<file path="src/rbe_defines.svh">
// Constants of the remote button encoder mode controller.
// Assumes a 50 MHz system clock; included by its bare name.
`ifndef RBE_DEFINES_SVH
`define RBE_DEFINES_SVH
`define RBE_CLOCK_HZ      50000000
`define RBE_ID_WIDTH      24
`define RBE_BAUD_0        2400
`define RBE_BAUD_1        9600
`define RBE_BAUD_2        19200
`define RBE_BAUD_3        28800
`define RBE_PACKET_BYTES  4
`define RBE_FRAME_BITS    10
`define RBE_BLINK_CYCLES  24'h2625a0
`define RBE_LFSR_SEED     24'h5a3c96
`define RBE_ID_RESET      24'h000000
`define RBE_MASK_RESET    8'h00
`endif

</file>
<file path="src/rbe_pkg.sv">
// Types of the remote button encoder mode controller.
// Assumes nothing beyond the constants header.
package rbe_pkg;
  typedef enum logic [5:0] {
    RBE_ST_BOOT  = 6'h01,
    RBE_ST_SLEEP = 6'h02,
    RBE_ST_GEN   = 6'h04,
    RBE_ST_MASK  = 6'h08,
    RBE_ST_SEND  = 6'h10,
    RBE_ST_CHECK = 6'h20
  } rbe_state_t;
endpackage

</file>
<file path="src/rbe_uart_tx.sv">
// Serial byte shifter: start bit, eight data bits LSB first, stop bit.
// Assumes the bit period in cycles is steady while a byte is shifted.
`timescale 1ns/1ps
`include "rbe_defines.svh"
module rbe_uart_tx (
  input  wire logic        i_clock,
  input  wire logic        i_resetn,
  input  wire logic [15:0] i_bit_cycles,
  input  wire logic        i_valid,
  input  wire logic [7:0]  i_data,
  output logic             o_ready,
  output logic             o_serial
);
  logic [9:0]  shift_q;
  logic [3:0]  bits_q;
  logic [15:0] timer_q;
  logic        busy_q;

  assign o_ready = ~busy_q;

  // ---------------------------------------------------------------
  // Shifter
  // ---------------------------------------------------------------
  // Frame loaded on accept, shifted once per bit period
  always_ff @(posedge i_clock or negedge i_resetn) begin
    if (!i_resetn) begin
      shift_q  <= 10'h3ff;
      bits_q   <= 4'h0;
      timer_q  <= 16'h0000;
      busy_q   <= 1'b0;
      o_serial <= 1'b1; // Idle high
    end else if (!busy_q) begin
      o_serial <= 1'b1;
      if (i_valid) begin
        shift_q  <= {1'b1, i_data, 1'b0};
        bits_q   <= 4'(`RBE_FRAME_BITS);
        timer_q  <= 16'h0000;
        busy_q   <= 1'b1;
      end
    end else if (timer_q == 16'h0000) begin
      if (bits_q == 4'h0) begin
        busy_q   <= 1'b0;
        o_serial <= 1'b1;
      end else begin
        o_serial <= shift_q[0];
        shift_q  <= {1'b1, shift_q[9:1]};
        bits_q   <= bits_q - 4'h1;
        timer_q  <= i_bit_cycles - 16'h0001;
      end
    end else begin
      timer_q <= timer_q - 16'h0001;
    end
  end

endmodule // rbe_uart_tx

</file>
<file path="src/rbe_mode_ctrl.sv">
// Mode controller of the remote button encoder: boot, sleep, key setup, transmit.
// Assumes level inputs from buttons; identifier and mask registers are held in
// an always-powered domain, so only i_resetn from that domain clears them.
`timescale 1ns/1ps
`include "rbe_defines.svh"
module rbe_mode_ctrl (
  input  wire logic       i_clock,
  input  wire logic       i_resetn,
  input  wire logic       i_rate_select_lo,
  input  wire logic       i_rate_select_hi,
  input  wire logic       i_code_generate,
  input  wire logic       i_send_request,
  input  wire logic [7:0] i_button_inputs,
  output logic            o_setup_indicator,
  output logic            o_transmitter_power_control,
  output logic            o_serial_data,
  output logic [23:0]     o_secret_id,
  output logic [7:0]      o_authority_mask
);
  // ---------------------------------------------------------------
  // Synchronisers
  // ---------------------------------------------------------------
  logic [11:0] sync1_q;
  logic [11:0] sync2_q;
  logic        gen_prev_q;
  logic        send_prev_q;

  // Two stages on every pin
  always_ff @(posedge i_clock or negedge i_resetn) begin
    if (!i_resetn) begin
      sync1_q <= 12'h000;
      sync2_q <= 12'h000;
    end else begin
      sync1_q <= {i_rate_select_hi, i_rate_select_lo, i_code_generate, i_send_request, i_button_inputs};
      sync2_q <= sync1_q;
    end
  end

  wire       rate_hi_s = sync2_q[11];
  wire       rate_lo_s = sync2_q[10];
  wire       gen_s     = sync2_q[9];
  wire       send_s    = sync2_q[8];
  wire [7:0] buttons_s = sync2_q[7:0];

  // Edge history
  always_ff @(posedge i_clock or negedge i_resetn) begin
    if (!i_resetn) begin
      gen_prev_q  <= 1'b0;
      send_prev_q <= 1'b0;
    end else begin
      gen_prev_q  <= gen_s;
      send_prev_q <= send_s;
    end
  end

  wire gen_rise  = gen_s & ~gen_prev_q;
  wire gen_fall  = ~gen_s & gen_prev_q;
  wire send_rise = send_s & ~send_prev_q;

  // ---------------------------------------------------------------
  // State and rate latch
  // ---------------------------------------------------------------
  rbe_pkg::rbe_state_t state_q;
  logic [1:0]          rate_q;
  logic [1:0]          byte_idx_q;
  logic                tx_valid;
  logic                tx_ready;
  logic [7:0]          tx_byte;
  logic [23:0]         pkt_id_q;
  logic [7:0]          pkt_data_q;
  logic [1:0]          boot_wait_q;
  logic                pkt_sent_q;

  // Bit period in cycles for a rate code
  function automatic logic [15:0] bit_cycles(input logic [1:0] code);
    case (code)
      2'h0:    bit_cycles = 16'(`RBE_CLOCK_HZ / `RBE_BAUD_0);
      2'h1:    bit_cycles = 16'(`RBE_CLOCK_HZ / `RBE_BAUD_1);
      2'h2:    bit_cycles = 16'(`RBE_CLOCK_HZ / `RBE_BAUD_2);
      default: bit_cycles = 16'(`RBE_CLOCK_HZ / `RBE_BAUD_3);
    endcase
  endfunction

  // Boot waits for synchronisers to fill, latches rate, then checks send
  always_ff @(posedge i_clock or negedge i_resetn) begin
    if (!i_resetn) begin
      boot_wait_q <= 2'h0;
      rate_q      <= 2'h0;
    end else if (state_q == rbe_pkg::RBE_ST_BOOT) begin
      boot_wait_q <= boot_wait_q + 2'h1;
      if (boot_wait_q == 2'h2) begin
        rate_q <= {rate_hi_s, rate_lo_s};
      end
    end
  end

  wire pkt_done = (byte_idx_q == 2'(`RBE_PACKET_BYTES - 1)) && tx_ready && tx_valid;
  wire send_exit = (state_q == rbe_pkg::RBE_ST_SEND) && pkt_sent_q && tx_ready && !send_s; // Last frame out

  // Mode sequencing
  always_ff @(posedge i_clock or negedge i_resetn) begin
    if (!i_resetn) begin
      state_q <= rbe_pkg::RBE_ST_BOOT;
    end else begin
      case (state_q)
        rbe_pkg::RBE_ST_BOOT: begin
          if (boot_wait_q == 2'h2) begin
            state_q <= rbe_pkg::RBE_ST_CHECK;
          end
        end
        rbe_pkg::RBE_ST_CHECK: begin
          state_q <= send_s ? rbe_pkg::RBE_ST_SEND : rbe_pkg::RBE_ST_SLEEP;
        end
        rbe_pkg::RBE_ST_SLEEP: begin
          if (gen_rise) begin
            state_q <= rbe_pkg::RBE_ST_GEN;
          end else if (send_rise) begin
            state_q <= rbe_pkg::RBE_ST_SEND;
          end
        end
        rbe_pkg::RBE_ST_GEN: begin
          if (gen_fall) begin
            state_q <= rbe_pkg::RBE_ST_MASK;
          end
        end
        rbe_pkg::RBE_ST_MASK: begin
          if (gen_rise) begin
            state_q <= rbe_pkg::RBE_ST_SLEEP;
          end
        end
        rbe_pkg::RBE_ST_SEND: begin
          if (send_exit) begin
            state_q <= rbe_pkg::RBE_ST_SLEEP;
          end
        end
        default: state_q <= rbe_pkg::RBE_ST_SLEEP;
      endcase
    end
  end

  // ---------------------------------------------------------------
  // Key setup
  // ---------------------------------------------------------------
  logic [23:0] lfsr_q;
  logic [7:0]  mask_acc_q;
  logic [23:0] blink_q;
  logic        blink_on_q;

  // Free-running generator; its value is random relative to the button hold
  always_ff @(posedge i_clock or negedge i_resetn) begin
    if (!i_resetn) begin
      lfsr_q <= `RBE_LFSR_SEED;
    end else begin
      lfsr_q <= {lfsr_q[22:0], lfsr_q[23] ^ lfsr_q[22] ^ lfsr_q[21] ^ lfsr_q[16]};
    end
  end

  // Identifier captured on generate release; retained across sleep and sends
  always_ff @(posedge i_clock or negedge i_resetn) begin
    if (!i_resetn) begin
      o_secret_id <= `RBE_ID_RESET;
    end else if (state_q == rbe_pkg::RBE_ST_GEN && gen_fall) begin
      o_secret_id <= lfsr_q;
    end
  end

  // Buttons accumulate while awaiting the mask; stored on second rise
  always_ff @(posedge i_clock or negedge i_resetn) begin
    if (!i_resetn) begin
      mask_acc_q       <= 8'h00;
      o_authority_mask <= `RBE_MASK_RESET;
    end else if (state_q == rbe_pkg::RBE_ST_GEN) begin
      mask_acc_q <= 8'h00;
    end else if (state_q == rbe_pkg::RBE_ST_MASK) begin
      mask_acc_q <= mask_acc_q | buttons_s;
      if (gen_rise) begin
        o_authority_mask <= mask_acc_q | buttons_s;
      end
    end
  end

  // Indicator: steady in generate, blinking while awaiting the mask
  always_ff @(posedge i_clock or negedge i_resetn) begin
    if (!i_resetn) begin
      blink_q           <= 24'h000000;
      blink_on_q        <= 1'b0;
      o_setup_indicator <= 1'b0;
    end else if (state_q == rbe_pkg::RBE_ST_GEN) begin
      blink_q           <= 24'h000000;
      blink_on_q        <= 1'b0; // Mask wait opens dark, so the toggle shows at once
      o_setup_indicator <= ~gen_fall;
    end else if (state_q == rbe_pkg::RBE_ST_MASK && !gen_rise) begin
      if (blink_q == `RBE_BLINK_CYCLES - 24'h000001) begin
        blink_q    <= 24'h000000;
        blink_on_q <= ~blink_on_q;
      end else begin
        blink_q <= blink_q + 24'h000001;
      end
      o_setup_indicator <= blink_on_q;
    end else begin
      blink_q           <= 24'h000000;
      o_setup_indicator <= 1'b0;
    end
  end

  // ---------------------------------------------------------------
  // Transmit
  // ---------------------------------------------------------------
  // Power control tracks transmit mode
  always_ff @(posedge i_clock or negedge i_resetn) begin
    if (!i_resetn) begin
      o_transmitter_power_control <= 1'b0;
    end else begin
      o_transmitter_power_control <= (state_q == rbe_pkg::RBE_ST_SEND) && !send_exit;
    end
  end

  // Packet snapshot at each packet start, byte index advance
  always_ff @(posedge i_clock or negedge i_resetn) begin
    if (!i_resetn) begin
      byte_idx_q <= 2'h0;
      pkt_sent_q <= 1'b0;
      pkt_id_q   <= 24'h000000;
      pkt_data_q <= 8'h00;
    end else if (state_q != rbe_pkg::RBE_ST_SEND) begin
      byte_idx_q <= 2'h0;
      pkt_sent_q <= 1'b0;
      pkt_id_q   <= o_secret_id;
      pkt_data_q <= buttons_s & o_authority_mask;
    end else if (tx_valid && tx_ready) begin
      byte_idx_q <= byte_idx_q + 2'h1;
      pkt_sent_q <= pkt_done;
      if (pkt_done) begin
        pkt_id_q   <= o_secret_id;
        pkt_data_q <= buttons_s & o_authority_mask;
      end
    end
  end

  assign tx_valid = (state_q == rbe_pkg::RBE_ST_SEND) && !(pkt_sent_q && !send_s);
  assign tx_byte  = (byte_idx_q == 2'h0) ? pkt_id_q[23:16] :
                    (byte_idx_q == 2'h1) ? pkt_id_q[15:8]  :
                    (byte_idx_q == 2'h2) ? pkt_id_q[7:0]   : pkt_data_q;

  // Serial shifter at the latched rate
  rbe_uart_tx u_tx (
    .i_clock      (i_clock),
    .i_resetn     (i_resetn),
    .i_bit_cycles (bit_cycles(rate_q)),
    .i_valid      (tx_valid),
    .i_data       (tx_byte),
    .o_ready      (tx_ready),
    .o_serial     (o_serial_data)
  );

  // ---------------------------------------------------------------
  // Checks
  // ---------------------------------------------------------------
  chk_boot_check: assert property (@(posedge i_clock) disable iff (!i_resetn)
    state_q == rbe_pkg::RBE_ST_CHECK |=> state_q == (($past(send_s)) ? rbe_pkg::RBE_ST_SEND : rbe_pkg::RBE_ST_SLEEP))
    else $error("boot check went wrong way");
  chk_sleep_power: assert property (@(posedge i_clock) disable iff (!i_resetn)
    state_q == rbe_pkg::RBE_ST_SLEEP && $past(state_q) == rbe_pkg::RBE_ST_SLEEP |-> !o_transmitter_power_control)
    else $error("power on while asleep");
  chk_sleep_wake: assert property (@(posedge i_clock) disable iff (!i_resetn)
    state_q == rbe_pkg::RBE_ST_SLEEP && gen_rise |=> state_q == rbe_pkg::RBE_ST_GEN)
    else $error("no key setup on generate rise");
  chk_id_store: assert property (@(posedge i_clock) disable iff (!i_resetn)
    state_q == rbe_pkg::RBE_ST_GEN && gen_fall |=> o_secret_id == $past(lfsr_q) && state_q == rbe_pkg::RBE_ST_MASK)
    else $error("identifier not stored");
  chk_ind_gen: assert property (@(posedge i_clock) disable iff (!i_resetn)
    state_q == rbe_pkg::RBE_ST_GEN && gen_s |=> o_setup_indicator)
    else $error("indicator low in generate");
  chk_mask_store: assert property (@(posedge i_clock) disable iff (!i_resetn)
    state_q == rbe_pkg::RBE_ST_MASK && gen_rise |=> o_authority_mask == $past(mask_acc_q | buttons_s) && !o_setup_indicator)
    else $error("mask not stored");
  chk_pkt_masked: assert property (@(posedge i_clock) disable iff (!i_resetn)
    (pkt_data_q & ~o_authority_mask) == 8'h00 || state_q != rbe_pkg::RBE_ST_SEND)
    else $error("unauthorised button sent");
  chk_send_power: assert property (@(posedge i_clock) disable iff (!i_resetn)
    state_q == rbe_pkg::RBE_ST_SEND && $past(state_q) == rbe_pkg::RBE_ST_SEND |-> o_transmitter_power_control)
    else $error("power off mid transmit");
  chk_send_hold: assert property (@(posedge i_clock) disable iff (!i_resetn)
    state_q == rbe_pkg::RBE_ST_SEND && !send_exit |=> state_q == rbe_pkg::RBE_ST_SEND)
    else $error("packet truncated");
  chk_ind_blink: assert property (@(posedge i_clock) disable iff (!i_resetn)
    state_q == rbe_pkg::RBE_ST_MASK && $past(state_q) == rbe_pkg::RBE_ST_GEN |-> !o_setup_indicator)
    else $error("indicator did not toggle on mask wait");
  chk_rate_fixed: assert property (@(posedge i_clock) disable iff (!i_resetn)
    state_q != rbe_pkg::RBE_ST_BOOT |=> $stable(rate_q))
    else $error("rate changed after boot");

  cov_key_setup: cover property (@(posedge i_clock) disable iff (!i_resetn)
    state_q == rbe_pkg::RBE_ST_MASK && gen_rise);
  cov_send_done: cover property (@(posedge i_clock) disable iff (!i_resetn)
    send_exit);
  cov_back_to_back: cover property (@(posedge i_clock) disable iff (!i_resetn)
    state_q == rbe_pkg::RBE_ST_SEND && pkt_done && send_s);
endmodule // rbe_mode_ctrl

</file>
<file path="config.mk">
export PLATFORM = sky130hd
export DESIGN_NAME = rbe_mode_ctrl
export DESIGN_NICKNAME = d
export VERILOG_FILES = /design/src/rbe_pkg.sv /design/src/rbe_uart_tx.sv /design/src/rbe_mode_ctrl.sv
export VERILOG_INCLUDE_DIRS = /design/src
export SDC_FILE = /design/constraint.sdc
export NUM_CORES = 1
export LEC_CHECK = 0
export BUFFER_PORTS_ARGS = -buffer_cell sky130_fd_sc_hd__clkbuf_2
export CAP_MARGIN = 30
export CORE_MARGIN = 2
export CORE_UTILIZATION = 55
export CTS_CLUSTER_SIZE = 14
export DETAILED_ROUTE_END_ITERATION = 7
export PLACE_DENSITY_LB_ADDON = 0.12
export SYNTH_ARGS = -nofsm -noshare
export SYNTH_HDL_FRONTEND = slang
export SYNTH_HIERARCHICAL = 1
export SYNTH_SLANG_ARGS = --single-unit
</file>
<file path="constraint.sdc">
create_clock -name i_clock -period 3.9 [get_ports i_clock]
set_input_delay 1.17 -clock i_clock [delete_from_list [all_inputs] [get_ports i_clock]]
set_output_delay 1.17 -clock i_clock [all_outputs]
set_load 0.05 [all_outputs]
</file>
==> results of run 1 <==
==> worst max-delay path by stage <==
stage / from / to / slack, ps
final: state_q[1]$_DFFE_PN0P_ / u_tx/timer_q[15]$_DFFE_PN0P_ / 1000
after global placement: u_tx/timer_q[11]$_DFFE_PN0P_ / u_tx/timer_q[15]$_DFFE_PN0P_ / 1120
after detailed placement: u_tx/timer_q[11]$_DFFE_PN0P_ / u_tx/bits_q[3]$_DFFE_PN0P_ / 1040
after global routing: rate_q[1]$_DFFE_PN0P_ / u_tx/timer_q[15]$_DFFE_PN0P_ / 710
after CTS: u_tx/timer_q[11]$_DFFE_PN0P_ / u_tx/bits_q[3]$_DFFE_PN0P_ / 1010
after floorplan: u_tx/timer_q[3]$_DFFE_PN0P_ / u_tx/timer_q[14]$_DFFE_PN0P_ / 1210
==> cells by family (layout without fill, tap and decap cells) <==
logic type	Yosys count	after routing	synth area share (%)
compound gates	117	117	8.70
xor+xnor	33	33	3.40
fa+ha+maj	9	9	1.32
buf+inv	51	107	3.06
flops	193	193	57.1
mux	42	42	6.17
other cells	1	8	0.0440
simple gates	367	367	20.2
==> power groups by stage <==
stage,clock network (mW),registers [mW],logic [mW]
after floorplan,0,2.50,0.822
final,1.75,2.47,1.14
after CTS,1.79,2.46,1.14
after global routing,1.87,2.50,1.28
after detailed placement,0,2.50,1.14
after global placement,0,2.49,1.12
==> area by class of cell <==
type / instances / area share, %
Timing Repair Buffer: 56 / 3.38
Clock buffer: 17 / 4.47
Sequential cell: 193 / 51.0
Multi-Input combinational cell: 576 / 36.0
Tap cell: 188 / 2.47
Inverter: 19 / 0.749
Clock inverter: 15 / 1.88
==> cell usage after synthesis (2+ instances only) <==
cell type,n,area (um^2)
dfstp_2,23,604
nand2b_1,7,43.8
buf_6,6,67.6
or3_1,5,31.3
mux2_2,8,90.1
inv_1,18,67.6
o22ai_1,9,56.3
and3_1,4,25.0
nor4_2,4,50.1
mux2i_1,15,150
nor4_1,10,62.6
a31oi_1,5,31.3
o21bai_1,2,15.0
nand3_1,35,175
o32ai_1,2,17.5
o31ai_1,2,15.0
nand3b_1,3,22.5
o2111ai_1,3,26.3
nor2_1,99,372
xnor2_1,13,114
nand2_1,148,556
and4_1,2,17.5
o2bb2ai_1,4,35.0
dfrtp_1,170,4250
nor2b_1,7,43.8
and2_1,6,37.5
o21ai_0,36,180
nor4b_1,3,26.3
a21oi_1,33,165
a211oi_1,3,22.5
mux2_4,19,285
a21o_1,3,22.5
o211ai_1,2,15.0
xor2_1,20,175
o21ai_1,3,15.0
clkbuf_1,9,33.8
buf_1,4,15.0
ha_1,9,113
buf_2,10,50.1
nor3_1,12,60.1
nand4_1,14,87.6
buf_4,3,22.5
a211o_1,2,17.5
==> registers in the layout, indices dropped and copies added (netlist names), 2 cells and up <==
| register | flops |
|---|---|
| blink_q | 24 |
| boot_wait_q | 2 |
| byte_idx_q | 2 |
| lfsr_q | 24 |
| mask_acc_q | 8 |
| o_authority_mask | 8 |
| o_secret_id | 24 |
| pkt_data_q | 8 |
| pkt_id_q | 24 |
| rate_q | 2 |
| state_q | 6 |
| sync1_q | 12 |
| sync2_q | 12 |
| u_tx/bits_q | 4 |
| u_tx/shift_q | 9 |
| u_tx/timer_q | 16 |
==> worst max-delay path, stage by stage, from the launching register on <==
cell and delay [ps]:
dfrtp_1 440, nor4_1 420, nand3b_1 310, nor2_1 360, nor2b_1 560, nor2_8 100
inv_2 170, o21ai_0 110, a211o_1 300
==> stage by stage <==
stage	instance area, um^2	power, mW	hold slack [ps]	worst slack, ps
floorplan	8540	3.32	331	1210
global placement	8910	3.61	332	1120
detailed placement	8910	3.64	336	1040
CTS	9520	5.40	355	1010
global route	9520	5.65	357	706
finish	9520	5.37	352	997
==> per-layer routing <==
metal | GRT usage [%] | up-vias
met3 | 4.28 | 9
met2 | 35.7 | 115
li1 | - | 2884
met5 | 0 | -
met1 | 33.1 | 2946
met4 | 6.59 | 0
==> results by group, run 1 <==
Run status
  – Status: finished clean

Routing
  – Final ANT Viol Nets: 0
  – Total number of vias: 5954
  – Top sig layer: met4
  – Post-route DRC: 0
  – Vias per cell: 5.60
  – Initial DRC Count: roughly 430
  – WL final: ~18 mm
  – WL met2: 8.28 mm
  – First-pass iteration count of the detailed router: 7
  – Met3 wire length: 546 um
  – Met1 wire length: 8.58 mm
  – Routed len/inst: 16.5 um

Cells and area
  – Fillcell total: 1226
  – Finished Layout Cells: about 1.1k
  – Final Net Count: 886
  – Share of cells above drive strength 1: 17.5%
  – Syn-to-layout area delta: 11.8%
  – Register area: between 4000 and 5000 um^2
  – Most frequent cells in the layout: dfrtp_1, nand2_1, nor2_1, clkbuf_2, o21ai_0
  – # diodes: 0
  – Most common cell after layout, fill and taps aside: dfrtp_1
  – Area of the multi-input gates: 3430 um^2
  – Core Util, Final: 62.9%

Placement
  – Hpwl dp: 11.7 mm
  – Gpl congestion: 0.883
  – Placed Cells: 1032
  – Port Buffers: 48

Worst hold path
  – WHS Path Cells: 0
  – Hold EP: sync2_q[1]$_DFF_PN0_
  – Hold crit path type: reg -> reg
  – Worst hold path startpoint: sync1_q[1]$_DFF_PN0_

Clocking
  – Post_cts resized: 0
  – Post-CTS setup buffer count: 0
  – Root Driver: clkbuf_16
  – CTS tree: built
  – Max Buffers Root-to-Sink: 2
  – H-tree levels: 4
  – Worst skew pair latency: approximately 430 ps
  – Post-CTS Hold Buffers: 0
  – Worst-path clk slew: 80 ps
  – CTS buffer count: 17
  – Clock sink count: 193

Floorplan
  – Die H: approximately 130 um
  – Initial Util: 56.2%
  – I/O pin total: 49
  – Core area: 15100 um^2
  – Die Area: 16500 um^2
  – Die Span X: between 100 and 150 um
  – Rows: 45

Timing
  – Max-slew violations: 0
  – Post-route minimum period: ~2900 ps
  – Fin crit share: between 70% and 80%
  – RSZ-0062 raised after global routing: no
  – Setup Skew: 10.1 ps
  – Slew margin rel.: 39.2%
  – Fmax: 0.344 GHz
  – Hold Vio Cnt, Final: 0
  – Final setup violation count: 0
  – Worst-Margin Slew: 912 ps
  – Setup TNS Final: 0 ps

Power and ir drop
  – Gate power share: 21.3%
  – Lkg Pwr: 4.50 nW
  – P_int: 3.52 mW
  – Clock network fraction of total power: 32.7%
  – Psw: 1.84 mW
  – PwrDens: 564 nW/um^2
  – Max IR drop VDD: roughly 0.0004 V
  – Net Sw Frac: 34.3%
  – Sequential Power Share: 46.0%

GRT
  – Vias in the first global route: 5872
  – Total grt overflow: 0
  – Initial antenna violation count: 0
  – Total GRT Usage: 22.9%
  – First-pass GRT wire length: a little under 30 mm
  – Pin count of the biggest net entering global routing: 101

Setup path
  – Reg-to-reg setup timing slack: 1000 ps
  – Worst R2R Path Depth: 8
  – R2r endpoint: u_tx/timer_q[15]$_DFFE_PN0P_
  – Critical path endpoint category: flop
  – RR Startpoint: state_q[1]$_DFFE_PN0P_
  – Critical Path Start Type: flop
  – CP max FO: 7
  – Crit Path Category: reg -> reg
  – CP Data Arrival Time: 3220 ps
  – CP Data Required Time: 4220 ps

Yosys
  – Top_reg_cell synth: dfrtp_1
  – Register area share after synthesis: 57.1%
  – Mean Syn Cell Area: 10.5 um^2
  – Post-synthesis cell area: 8510 um^2
  – Async S/R FF share, synth: 100%
  – Warnings from Yosys: 6
  – Post-synth EDFFs: 0
  – Cell variety after synth: 61
  – Instance count of the mapped netlist: 813
  – Flop and latch count out of synthesis: 193

Flow run
  – Max-cap viol count: 0
(Power assumes the default switching activity.)
==> run 2, diff against run 1 <==
--- a/config.mk
+++ b/config.mk
@@ -6,6 +6,7 @@
 export SDC_FILE = /design/constraint.sdc
 export NUM_CORES = 1
 export LEC_CHECK = 0
+export ABC_AREA = 1
 export BUFFER_PORTS_ARGS = -buffer_cell sky130_fd_sc_hd__clkbuf_2
 export CAP_MARGIN = 30
 export CORE_MARGIN = 2
==> constraint.sdc (replaced) <==
create_clock -name i_clock -period 2.73 [get_ports i_clock]
set_input_delay 0.819 -clock i_clock [delete_from_list [all_inputs] [get_ports i_clock]]
set_output_delay 0.819 -clock i_clock [all_outputs]
set_load 0.05 [all_outputs]
==> run 2 against run 1 <==
Sequential share of layout area decreased by 0.92 points. Final area increased by 1.8%. Sequential power increased by 38%. Wire length decreased by 2.8%. Combinational power increased by 64%. Critical path depth increased by 4. Die area increased by 1.4%. Via count increased by 9.4%. Core utilization increased by 0.68 points. Setup slack got worse by 530 ps. Cell count increased by 21%.
==> results by group, run 2 <==
Setup path
  – CP Data Required Time: 3050 ps (-1170 ps)
  – CP Buf/Inv Count: 0 (-1)
  – Crit Path Category: reg -> reg
  – CP Cell Sequence: nor2_1 -> nand2_1 -> nor2_4 -> nand2_2 -> nor2_1 -> nor2_1 -> ha_1 -> nand3_4 -> nor2_2 -> nand4_1 -> nand3_1 -> nand2_1
  – Most common cell on crit path: nor2_1
  – Critical Path Start Type: flop
  – Worst path top cell family by delay: simple AND/OR/NAND/NOR gates
  – Critical path endpoint category: flop
  – Slowest cell on the critical path: dfrtp_1
  – CP max FO: 14 (+7)
  – Crit-path max cell delay: 390 ps (-170 ps)
  – CP Data Arrival Time: 2580 ps (-640 ps)

Routing
  – Vias per cell: 5.05 (-9.7%)
  – Post-route DRC: 0 (unchanged)
  – Total number of vias: 6515 (+9.4%)
  – Initial DRC Count: 495 (+16%)
  – Final ANT Viol Nets: 0 (unchanged)
  – Routed len/inst: 13.2 um (-20%)
  – First-pass iteration count of the detailed router: 5 (-2)
  – WL final: 17.1 mm (-2.8%)

GRT
  – Total GRT Usage: 22.1% (-0.80 points)
  – Pin count of the biggest net entering global routing: 65 (-36%)
  – First-pass GRT wire length: 28.9 mm (-2.4%)
  – Total grt overflow: 0 (unchanged)
  – Initial antenna violation count: 0 (unchanged)
  – Vias in the first global route: 5961 (+1.5%)

Placement
  – Port Buffers: 48 (unchanged)
  – Hpwl dp: 11.9 mm (+1.7%)
  – Gpl congestion: 0.866 (-2.0%)

Floorplan
  – I/O pin total: 49 (unchanged)
  – Die Span X: 129 um (+0.70%)
  – Die Area: 16700 um^2 (+1.4%)
  – Initial Util: 56.6% (+0.40 points)
  – Core area: 15300 um^2 (+0.74%)
  – Die H: 129 um (+0.70%)
  – Rows: 45 (unchanged)

Yosys
  – Flop and latch count out of synthesis: 193 (unchanged)
  – Post-synth top area cell: dfrtp_1
  – Mean Syn Cell Area: 8.53 um^2 (-19%)
  – Post-Synth XOR/XNOR Area: 1.12% (-2.3 points)
  – Synth Area in Adders: 1.30% (-0.019 points)
  – Async S/R FF share, synth: 100% (unchanged)
  – Synth top area share: 49.3% (-0.72 points)
  – Warnings from Yosys: 6 (unchanged)
  – Main combinational cell family by area after synthesis: simple AND/OR/NAND/NOR gates
  – Post-synthesis mux area share: 0% (-6.2 points)
  – Cell variety after synth: 42 (-31%)
  – Leading post-synthesis cells by cell area: dfrtp_1, nand2_1, dfstp_2
  – Top_reg_cell synth: dfrtp_1
  – Instance count of the mapped netlist: 1013 (+25%)
  – Most frequent cell after synthesis: nand2_1
  – Post-synthesis cell area: 8640 um^2 (+1.5%)
  – Register area share after synthesis: 56.3% (-0.82 points)
  – Simple-Gate Fraction of Synth Area: 26.0% (+5.8 points)
  – Top cells by count, synth: nand2_1, dfrtp_1, nor2_1, inv_1, o21ai_0
  – Post-synth EDFFs: 0 (unchanged)
  – Post-synthesis compound-gate area fraction: 8.14% (-0.56 points)

Timing
  – Worst-Margin Slew: 590 ps (-322 ps)
  – RSZ-0062 raised after global routing: no
  – Hold Vio Cnt, Final: 0 (unchanged)
  – Post-route minimum period: 2260 ps (-643 ps)
  – Setup TNS Final: 0 ps (unchanged)
  – Slew margin rel.: 60.4% (+21 points)
  – Setup Skew: 12.3 ps (+2.19 ps)
  – Fmax: 0.442 GHz (+28%)
  – Final setup violation count: 0 (unchanged)
  – Fin crit share: 82.8% (+8.4 points)
  – Max-slew violations: 0 (unchanged)

Clocking
  – Root Driver: clkbuf_16
  – Clock sink count: 193 (unchanged)
  – Post-CTS setup buffer count: 0 (unchanged)
  – H-tree levels: 4 (unchanged)
  – CTS buffer count: 17 (unchanged)
  – Post_cts resized: 0 (unchanged)
  – Max Buffers Root-to-Sink: 2 (unchanged)
  – Post-CTS Hold Buffers: 0 (unchanged)
  – Worst skew pair latency: 430 ps (about the same)
  – Worst-path clk slew: 70 ps (about the same)
  – CTS tree: built

Power and ir drop
  – Max IR drop VDD: 0.000659 V (+69%)
  – PwrDens: 791 nW/um^2 (+40%)
  – Lkg Pwr: 4.76 nW (+5.8%)

Worst hold path
  – Hold crit path type: in -> async

Run status
  – Status: finished clean

Cells and area
  – Most common cell after layout, fill and taps aside: nand2_1
  – Most frequent cells in the layout: nand2_1, dfrtp_1, nor2_1, inv_1, o21ai_0
  – Final Net Count: 1088 (+23%)
  – Register area: 4860 um^2 (unchanged)
  – # diodes: 0 (unchanged)
  – Area of the multi-input gates: 3180 um^2 (-7.2%)
  – Core Util, Final: 63.5% (+0.68 points)
  – Syn-to-layout area delta: 12.2%
  – Share of cells above drive strength 1: 14.0% (-3.5 points)
  – Fillcell total: 1335 (+8.9%)

Flow run
  – Max-cap viol count: 0 (unchanged)
-- run 2: changes by cell type in the layout (fill, tap and decap cells not counted), moves of 8 or more --
cell / before / now
nand3b_1: 3 / 11
inv_1: 18 / 117
xor2_1: 20 / 8
xnor2_1: 13 / 3
o21ai_0: 36 / 67
nor2_1: 99 / 127
nor4_1: 10 / 0
nand3_1: 35 / 58
mux2_4: 19 / 0
a21oi_1: 33 / 24
or2_2: 0 / 9
nand2_1: 148 / 275
mux2i_1: 15 / 0
mux2_2: 8 / 0
-- run 2: where the power goes --
part	internal, mW	total, mW	switching [mW]	leakage [nW]
clock network	1.26	2.40	1.14	0.277
logic	0.556	1.87	1.31	1.97
registers	3.21	3.40	0.194	2.51
-- run 2: stage by stage --
| step | instance area [um^2] | instances | power (mW) | setup WS (ps) | hold slack (ps) |
|---|---|---|---|---|---|
| 6_report | 9690 | 1289 | 7.66 | 469 | 349 |
| 5_1_grt | 9690 | 1289 | 8.12 | 276 | 356 |
| 4_1_cts | 9690 | 1289 | 7.72 | 499 | 351 |
| 3_5_place_dp | 9120 | 1257 | 5.30 | 536 | 336 |
| 3_3_place_gp | 9120 | 1257 | 5.26 | 635 | 332 |
| 2_1_floorplan | 8650 | 1016 | 4.86 | 884 | 331 |
-- run 2: final timing paths --
check | depth (start not counted) | end | from | slack (ps)
max in group asynchronous | 2 | lfsr_q[13]$_DFF_PN1_ | i_resetn | 1680
setup reg to reg | 12 | u_tx/timer_q[14]$_DFFE_PN0P_ | u_tx/timer_q[0]$_DFFE_PN0P_ | 470
hold / removal | 1 | u_tx/timer_q[12]$_DFFE_PN0P_ | i_resetn | 350
setup / recovery | 12 | u_tx/timer_q[14]$_DFFE_PN0P_ | u_tx/timer_q[0]$_DFFE_PN0P_ | 470
hold reg to reg | 0 | sync2_q[8]$_DFF_PN0_ | sync1_q[8]$_DFF_PN0_ | 350
min in group i_clock | 0 | sync2_q[8]$_DFF_PN0_ | sync1_q[8]$_DFF_PN0_ | 350
-- run 2: cell families after synthesis --
logic type	count (synthesis)
AOI/OAI and AO/OA	127
xor gates and xnor gates	11
adders and majority gates	9
buffers and inverters	153
DFF	193
other	1
and+or+nand+nor	519
-- run 2: final cells by class --
cell class	instances	area share, %
clock inverters	12	1.19
well taps	211	2.72
flip-flops and latches	193	50.1
multi-input cells	670	32.8
clock buffers	20	4.71
repair buffers	58	3.60
inverters	125	4.84
-- run 2: routing by layer --
| layer | vias up | share of wire, % | track usage [%] |
|---|---|---|---|
| li1 | 3288 | - | - |
| met1 | 3084 | 49 | 32.3 |
| met2 | 129 | 46 | 34.4 |
| met3 | 14 | 4.2 | 3.88 |
| met4 | 0 | 1.1 | 6.07 |
| met5 | - | 0 | 0 |
